File: src/inc/exec_unit_map.svh
`ifndef EXEC_UNIT_MAP_SVH
`define EXEC_UNIT_MAP_SVH

// Register offsets on the plain register port (byte addresses)
`define OFF_WORKING     12'h000
`define OFF_FLAGS       12'h004
`define OFF_IRQ_CTRL    12'h008
`define OFF_PC_HIGH     12'h00c
`define OFF_PC          12'h010
`define OFF_INSTR       12'h014
`define OFF_STATE       12'h018
// File register window: base, and address bits that select it
`define OFF_FILE_BASE   4'h1
`define FILE_SEL_HI     11
`define FILE_SEL_LO     8

// Flags register fields
`define FLAG_CARRY      0
`define FLAG_HALF       1
// State register fields
`define STATE_BUSY      0
`define STATE_SKIP      1
// Instruction word fields
`define INSTR_OP_HI     2
`define INSTR_OP_LO     0
`define INSTR_DEST      3
`define INSTR_FILE_HI   9
`define INSTR_FILE_LO   4
`define INSTR_ADR_HI    18
`define INSTR_ADR_LO    10

// Reset values
`define RST_WORKING     8'h00
`define RST_PC          10'h000
`define RST_PC_HIGH     2'h0
`define RST_GIE         1'b0

// Decimal adjust constants
`define BCD_DIGIT_MAX   4'h9
`define BCD_BYTE_MAX    8'h99
`define BCD_LOW_FIX     8'h06
`define BCD_HIGH_FIX    8'h60

`endif

File: src/inc/exec_pkg.sv
package exec_pkg;

  // Operations the unit understands; code 7 is undefined
  typedef enum logic [2:0] {
    op_nop,
    op_add,
    decimal_adjust_op,
    decrement_skip_zero_op,
    irq_mask_all_op,
    irq_unmask_all_op,
    jump_immediate_op
  } op_t;

  // Register port request from software
  typedef struct packed {
    logic        wr;
    logic        rd;
    logic [11:0] addr;
    logic [31:0] wdata;
  } reg_req_t;

  // Decoded instruction word
  typedef struct packed {
    logic [8:0] target;
    logic [5:0] file;
    logic       dest;
    logic [2:0] op;
  } instr_t;

endpackage

File: src/rtl/exec_unit.sv
// Function
// - Decimal adjust working register, carry only, one cycle
// - Decrement file register 0..63, dest bit selects
// - Zero result discards next instruction as no-op
// - Mask instruction clears global enable, one cycle
// - Jump loads 9-bit operand, latch bit1 to pc9
// - Unmask instruction sets global enable, one cycle
//
// Local design decisions: the register offsets and the plain strobed port.
`timescale 1ns/1ps
`include "exec_unit_map.svh"

module exec_unit (
  input wire logic core_clk,
  input wire logic rst,
  input exec_pkg::reg_req_t req,
  output logic [31:0] rdata,
  output logic global_irq_enable,
  output logic [9:0] pc,
  output logic busy
);
  import exec_pkg::*;

  // Architectural state
  logic [7:0] wreg_q, wreg_d; // Working register
  logic carry_q, carry_d; // Carry flag
  logic half_q, half_d; // Half carry left by the last addition
  logic gie_q, gie_d; // Global interrupt enable
  logic [1:0] pchl_q, pchl_d; // High-address latch
  logic [9:0] pc_q, pc_d; // Program counter
  // Sequencing state
  logic skip_q, skip_d; // Next instruction becomes a no-op
  logic jbusy_q, jbusy_d; // Second cycle of a jump
  logic [8:0] jt_q, jt_d; // Jump operand held for the second cycle
  logic [31:0] rdata_q, rdata_d; // Read data, one cycle after strobe

  // File registers, no reset: contents are undefined at power-up
  logic [7:0] fmem [0:63];
  logic fwe; // File write enable
  logic [5:0] fidx; // File write index
  logic [7:0] fdata; // File write data

  // Decoded request
  instr_t instr;
  op_t op;
  logic issue; // Instruction accepted this cycle
  logic file_hit; // Access into the file window
  logic [5:0] bus_idx; // File index from bus address
  logic [7:0] fval; // Operand read from the file
  logic [7:0] dec_res; // Decremented operand
  logic [8:0] add_res; // Sum with carry out
  logic [4:0] add_lo; // Low nibble sum for half carry
  logic [7:0] daa_fix; // Decimal correction amount
  logic daa_carry; // Carry after correction
  logic [7:0] daa_res; // Corrected working register

  assign instr = instr_t'(req.wdata[`INSTR_ADR_HI:0]);
  assign op = op_t'(instr.op);
  // Writes to the instruction register while a jump completes are dropped
  assign issue = req.wr && (req.addr == `OFF_INSTR) && !jbusy_q;
  assign file_hit = (req.addr[`FILE_SEL_HI:`FILE_SEL_LO] == `OFF_FILE_BASE);
  assign bus_idx = req.addr[7:2];
  assign fval = fmem[instr.file];

  // Datapath for the arithmetic operations
  always_comb begin
    dec_res = fval - 8'h01;
    add_res = {1'b0, wreg_q} + {1'b0, fval};
    add_lo = {1'b0, wreg_q[3:0]} + {1'b0, fval[3:0]};
    // Correction uses the flags the preceding addition left behind
    daa_carry = carry_q || (wreg_q > `BCD_BYTE_MAX);
    daa_fix = 8'h00;
    if (half_q || (wreg_q[3:0] > `BCD_DIGIT_MAX)) begin
      daa_fix = daa_fix | `BCD_LOW_FIX;
    end
    if (daa_carry) begin
      daa_fix = daa_fix | `BCD_HIGH_FIX;
    end
    daa_res = wreg_q + daa_fix;
  end

  // Next state of the core and bus side effects
  always_comb begin
    wreg_d = wreg_q;
    carry_d = carry_q;
    half_d = half_q;
    gie_d = gie_q;
    pchl_d = pchl_q;
    pc_d = pc_q;
    skip_d = skip_q;
    jbusy_d = 1'b0;
    jt_d = jt_q;
    fwe = 1'b0;
    fidx = bus_idx;
    fdata = req.wdata[7:0];

    // Software writes to plain registers
    if (req.wr) begin
      if (file_hit) begin
        fwe = 1'b1;
      end else begin
        case (req.addr)
          `OFF_WORKING: wreg_d = req.wdata[7:0];
          `OFF_FLAGS: begin
            carry_d = req.wdata[`FLAG_CARRY];
            half_d = req.wdata[`FLAG_HALF];
          end
          `OFF_IRQ_CTRL: gie_d = req.wdata[0];
          `OFF_PC_HIGH: pchl_d = req.wdata[1:0];
          default: ;
        endcase
      end
    end

    // Instruction execution
    if (issue) begin
      pc_d = pc_q + 10'h001;
      if (skip_q) begin
        // Fetched instruction is thrown away; this cycle is a no-op
        skip_d = 1'b0;
      end else begin
        case (op)
          op_add: begin
            half_d = add_lo[4];
            carry_d = add_res[8];
            if (instr.dest) begin
              fwe = 1'b1;
              fidx = instr.file;
              fdata = add_res[7:0];
            end else begin
              wreg_d = add_res[7:0];
            end
          end
          decimal_adjust_op: begin
            // Only carry changes; half carry is left alone
            wreg_d = daa_res;
            carry_d = daa_carry;
          end
          decrement_skip_zero_op: begin
            if (instr.dest) begin
              // Result back to the file register
              fwe = 1'b1;
              fidx = instr.file;
              fdata = dec_res;
            end else begin
              wreg_d = dec_res;
            end
            // Arm the skip on a zero result so the next instruction is discarded
            skip_d = (dec_res == 8'h00);
          end
          irq_mask_all_op: gie_d = 1'b0;
          irq_unmask_all_op: gie_d = 1'b1;
          jump_immediate_op: begin
            // Operand held; program counter loads on the second cycle
            jbusy_d = 1'b1;
            jt_d = instr.target;
            pc_d = pc_q;
          end
          default: ; // No-op and undefined codes
        endcase
      end
    end

    // Second cycle of the jump builds the new program counter
    if (jbusy_q) begin
      pc_d = {pchl_q[1], jt_q};
    end
  end

  // Read path: data stand in the cycle after the strobe only
  always_comb begin
    rdata_d = 32'h0000_0000;
    if (req.rd) begin
      if (file_hit) begin
        rdata_d = {24'h00_0000, fmem[bus_idx]};
      end else begin
        case (req.addr)
          `OFF_WORKING: rdata_d = {24'h00_0000, wreg_q};
          `OFF_FLAGS: rdata_d = {30'h0000_0000, half_q, carry_q};
          `OFF_IRQ_CTRL: rdata_d = {31'h0000_0000, gie_q};
          `OFF_PC_HIGH: rdata_d = {30'h0000_0000, pchl_q};
          `OFF_PC: rdata_d = {22'h00_0000, pc_q};
          `OFF_STATE: rdata_d = {30'h0000_0000, skip_q, jbusy_q};
          default: rdata_d = 32'h0000_0000; // Unmapped reads as zero
        endcase
      end
    end
  end

  // Register the core state
  always_ff @(posedge core_clk or posedge rst) begin
    if (rst) begin
      wreg_q <= `RST_WORKING;
      carry_q <= 1'b0;
      half_q <= 1'b0;
      gie_q <= `RST_GIE;
      pchl_q <= `RST_PC_HIGH;
      pc_q <= `RST_PC;
      skip_q <= 1'b0;
      jbusy_q <= 1'b0;
      jt_q <= 9'h000;
      rdata_q <= 32'h0000_0000;
    end else begin
      wreg_q <= wreg_d;
      carry_q <= carry_d;
      half_q <= half_d;
      gie_q <= gie_d;
      pchl_q <= pchl_d;
      pc_q <= pc_d;
      skip_q <= skip_d;
      jbusy_q <= jbusy_d;
      jt_q <= jt_d;
      rdata_q <= rdata_d;
    end
  end

  // File register storage; no reset keeps it a plain memory
  always_ff @(posedge core_clk) begin
    if (fwe) begin
      fmem[fidx] <= fdata;
    end
  end

  // Outputs straight from flip-flops
  assign rdata = rdata_q;
  assign global_irq_enable = gie_q;
  assign pc = pc_q;
  assign busy = jbusy_q;

  // Checks on the execution behaviour

  logic run; // Instruction really executes
  assign run = issue && !skip_q;
endmodule

File: config.mk
export PLATFORM = sky130hd
export DESIGN_NAME = exec_unit
export DESIGN_NICKNAME = d
export VERILOG_FILES = /design/src/inc/exec_pkg.sv /design/src/rtl/exec_unit.sv
export VERILOG_INCLUDE_DIRS = /design/src /design/src/inc
export SDC_FILE = /design/constraint.sdc
export NUM_CORES = 1
export LEC_CHECK = 0
export BUFFER_PORTS_ARGS = -buffer_cell sky130_fd_sc_hd__buf_2
export CAP_MARGIN = 40
export CORE_AREA = 2 2 252 229
export CTS_CLUSTER_DIAMETER = 40
export DETAILED_ROUTE_END_ITERATION = 10
export DIE_AREA = 0 0 254 231
export GPL_ROUTABILITY_DRIVEN = 0
export GPL_TIMING_DRIVEN = 0
export HOLD_SLACK_MARGIN = 0.03
export PLACE_DENSITY_LB_ADDON = 0.25
export SYNTH_ARGS = -nofsm -noshare
export SYNTH_HDL_FRONTEND = slang
export SYNTH_SLANG_ARGS = --single-unit
export TNS_END_PERCENT = 50
File: constraint.sdc
create_clock -name core_clk -period 14.65 [get_ports core_clk]
set_input_delay 0.7325 -clock core_clk [delete_from_list [all_inputs] [get_ports core_clk]]
set_output_delay 0.7325 -clock core_clk [all_outputs]
set_load 0.02 [all_outputs]
==> results.json <==
{
  "run_status": "finished clean",
  "switching_power_uw": 964,
  "critPathCaptureType": "flop",
  "synth_compound_area_share_pct": 3.74,
  "grt_pass1_vias": 17180,
  "skew_ns": 0.0389,
  "dr.first_iter.drc_count": 3181,
  "clkLatencyLatePin_ns": 0.64,
  "fp.coreArea_mm2": 0.0563,
  "sw_frac_of_total_pct": 24.5,
  "crit_family": "buffers and inverters",
  "grt_pass1_wl_mm": 127,
  "fin_tns_setup_ns": 0,
  "crit_buf_inv": 6,
  "syn_to_final_growth_pct": 18.6,
  "final.min_clock_period_ns": 6.17,
  "grt_max_degree": 49,
  "synth_edf_count": 512,
  "comb_power_share_pct": 9.7,
  "min_path_type": "primary input to async pin",
  "pwr_density_cell_mw_per_mm2": 121,
  "drtAntennaViolNets": 0,
  "synthArstFlopShare_pct": 7.91,
  "layout.nets": 1812,
  "std_cell_rows": 83,
  "dp_hpwl_mm": 67.0,
  "slowest_stage": "a31oi_4",
  "cts-resized-gates": 0,
  "global_route.usage.total_pct": 31.5,
  "portBuffers": 45,
  "crit_path_max_fanout": 42,
  "totalWireLength_mm": 90.0,
  "initial_core_util_pct": 48.5,
  "dr.pass1.iters": 6,
  "synthFlopType": "edfxtp_1",
  "netlist_area_mm2": 0.0273,
  "critPathKind": "primary input to flop",
  "finalSetupViolCount": 0,
  "seq_area_frac_synth_pct": 60.3,
  "drc": 0,
  "synth-simple-area-share_pct": 4.13,
  "use_met2_pct": 45.0,
  "synth_fa_ha_area_share_pct": 0.834,
  "h-tree-depth": 3,
  "post_cts_buffers": 0,
  "vias": 17601,
  "die_h_um": 231,
  "instances_no_fill": 2573,
  "ir_drop_mv": 0.139,
  "ios": 92,
  "gr-max-usage-layer": "met2",
  "slew_headroom_pct": 35.6,
  "ys_types": 71,
  "dp_cells": 2435,
  "worst-slew-pin-transition_ns": 0.967,
  "p_leak_uw": 0.0108,
  "power.share.clock_pct": 46.1,
  "synthXorXnorAreaFrac_pct": 0.802,
  "clock_sinks": 556,
  "clk_pin_slew_ns": 0.06,
  "syn_area_per_cell_um2": 18.2,
  "rsz0062_at_grt": "no",
  "global_route.usage.met1_pct": 42.7,
  "p_total_uw": 3930,
  "synth.area.mux_share_pct": 27.6,
  "cts.hold.buffers_added": 0,
  "synth_top_family_by_area": "multiplexers",
  "synth_seq_cells": 556,
  "critPathMaxStageDelay_ns": 0.69,
  "synthCells": 1498,
  "p_int_uw": 2970,
  "avgRoutedWirePerCell_um": 35.0,
  "grt-ovfl-total": 0,
  "die_x_um": 254,
  "maxSlewViolCount": 0,
  "cpMostUsedCell": "buf_2",
  "maxCapViolCount": 0,
  "die_area_mm2": 0.0587,
  "grt_use_met3_pct": 12.1,
  "required_ns": 15.09,
  "cp_cell_sequence": "clkbuf_1 > buf_2 > buf_2 > buf_2 > mux2i_1 > mux2i_1 > nor2_1 > o22a_1 > inv_1 > ha_1 > fa_1 > a21o_1 > a21oi_1 > o21bai_1 > a21oi_1 > xnor2_1 > nand2_1 > a31oi_4 > buf_12",
  "cts_tree": "built",
  "drive_above_1_share_pct": 37.2,
  "fmaxAchievable_ghz": 0.162,
  "fillCellCount": 4218,
  "seqPwrFrac_pct": 44.2,
  "cp-start-kind": "primary input",
  "yosysWarnings": 0,
  "min_period_over_period_pct": 42.1,
  "cts_made_buffers": 73,
  "cts_buffer_depth": 3,
  "worst_ep_arrival_time_ns": 6.61,
  "hold_viol_final": 0,
  "clockRootBuffer": "clkbuf_16",
  "viasPerCell": 6.84,
  "antenna_found_initial": 2
}
[synth_stat cells, types with 20 or more instances]
cell / count / share of area (%)
edfxtp_1: 512 / 56
mux4_2: 316 / 26
nor2_1: 101 / 1.4
nand2_1: 75 / 1.0
clkbuf_1: 51 / 0.70
dfrtp_1: 44 / 4.0
o21ai_0: 39 / 0.71
a21oi_1: 34 / 0.62
mux2i_1: 28 / 1.0
buf_4: 23 / 0.63
buf_1: 22 / 0.30
buf_2: 20 / 0.37
[cell families (layout without fill, tap and decap cells)]
family	after synthesis	in the layout
other	1	23
adders and majority gates	17	17
AOI/OAI and AO/OA	156	156
DFF	556	556
xor gates and xnor gates	25	25
and+or+nand+nor	249	249
buffers and inverters	137	425
muxes	357	357
[area by class of cell]
class | instances | area (µm²) | share of cell area (%)
multi-input cells | 826 | 10300 | 31.8
repair buffers | 153 | 1490 | 4.61
inverters | 13 | 48.8 | 0.151
clock buffers | 85 | 1910 | 5.91
diodes | 1 | 2.50 | 0.00772
flip-flops and latches | 556 | 16500 | 50.9
clock inverters | 50 | 557 | 1.72
plain buffers | 124 | 647 | 2.00
well taps | 765 | 957 | 2.95
[power groups by stage]
stage	Combinational, µW	Sequential, µW	Clock (µW)
floorplan	215	1770	0
global placement	337	1780	0
detailed placement	366	1770	0
CTS	368	1740	1830
global route	389	1740	1900
finish	382	1740	1810
[path summary, 6_finish.rpt]
kind	startpoint	end	slack (ns)	cells after the start
min reg2reg	jt_q[7]$_DFFE_PP0P_	pc[7]$_DFFE_PP0P_	0.48	2
min in group core_clk	req[17]	jt_q[7]$_DFFE_PP0P_	0.36	2
max reg2reg	fmem[27][0]$_DFFE_PP_	fmem[30][6]$_DFFE_PP_	9.50	16
max	req[5]	fmem[30][6]$_DFFE_PP_	8.48	19
max in group asynchronous	rst	rdata[5]$_DFF_PP0_	14.05	3
min	rst	jt_q[4]$_DFFE_PP0P_	0.11	2
[cells in the final DEF (no fill, tap or decap), types with 8 or more instances in the layout]
master     instances
mux4_2           316
dfrtp_1           44
a21oi_1           33
inv_1             11
buf_4             63
clkbuf_16         75
edfxtp_1         512
buf_1             21
buf_6             40
nand3_1           15
buf_8             24
mux2i_1           28
mux2_2            13
xnor2_1           11
a22oi_1            9
conb_1            22
clkbuf_1          61
o21ai_0           39
nand2_1           75
clkinv_4           8
inv_6             14
clkinv_2           9
nor2_1           101
xor2_1            14
nor3_1            10
buf_2             67
ha_1              15
[stage by stage]
step	cell area [µm²]	util [%]	hold slack (ns)	setup slack [ns]
floorplan	27400	-	0.445	8.18
global placement	28600	50.8	0.467	4.88
detailed placement	29900	53.1	0.471	8.07
CTS	32400	57.5	0.110	8.67
global route	32400	57.6	0.142	8.30
finish	32400	57.6	0.115	8.48
[sequential cells by signal, summed over array words and instances (netlist names)]
name	flops
half_q	1
skip_q	1
pchl_q	2
rdata	10
wreg_q	8
global_irq_enable	1
pc	10
jt_q	9
busy	1
fmem	512
carry_q	1
[per-layer routing]
metal  up-vias  wire length [µm]
met5         -                13
met4         2              5050
met3       298             13800
met2      1454             38900
met1      9045             32300
li1       6802                 -
No activity file was read; power rests on OpenSTA's default activity.
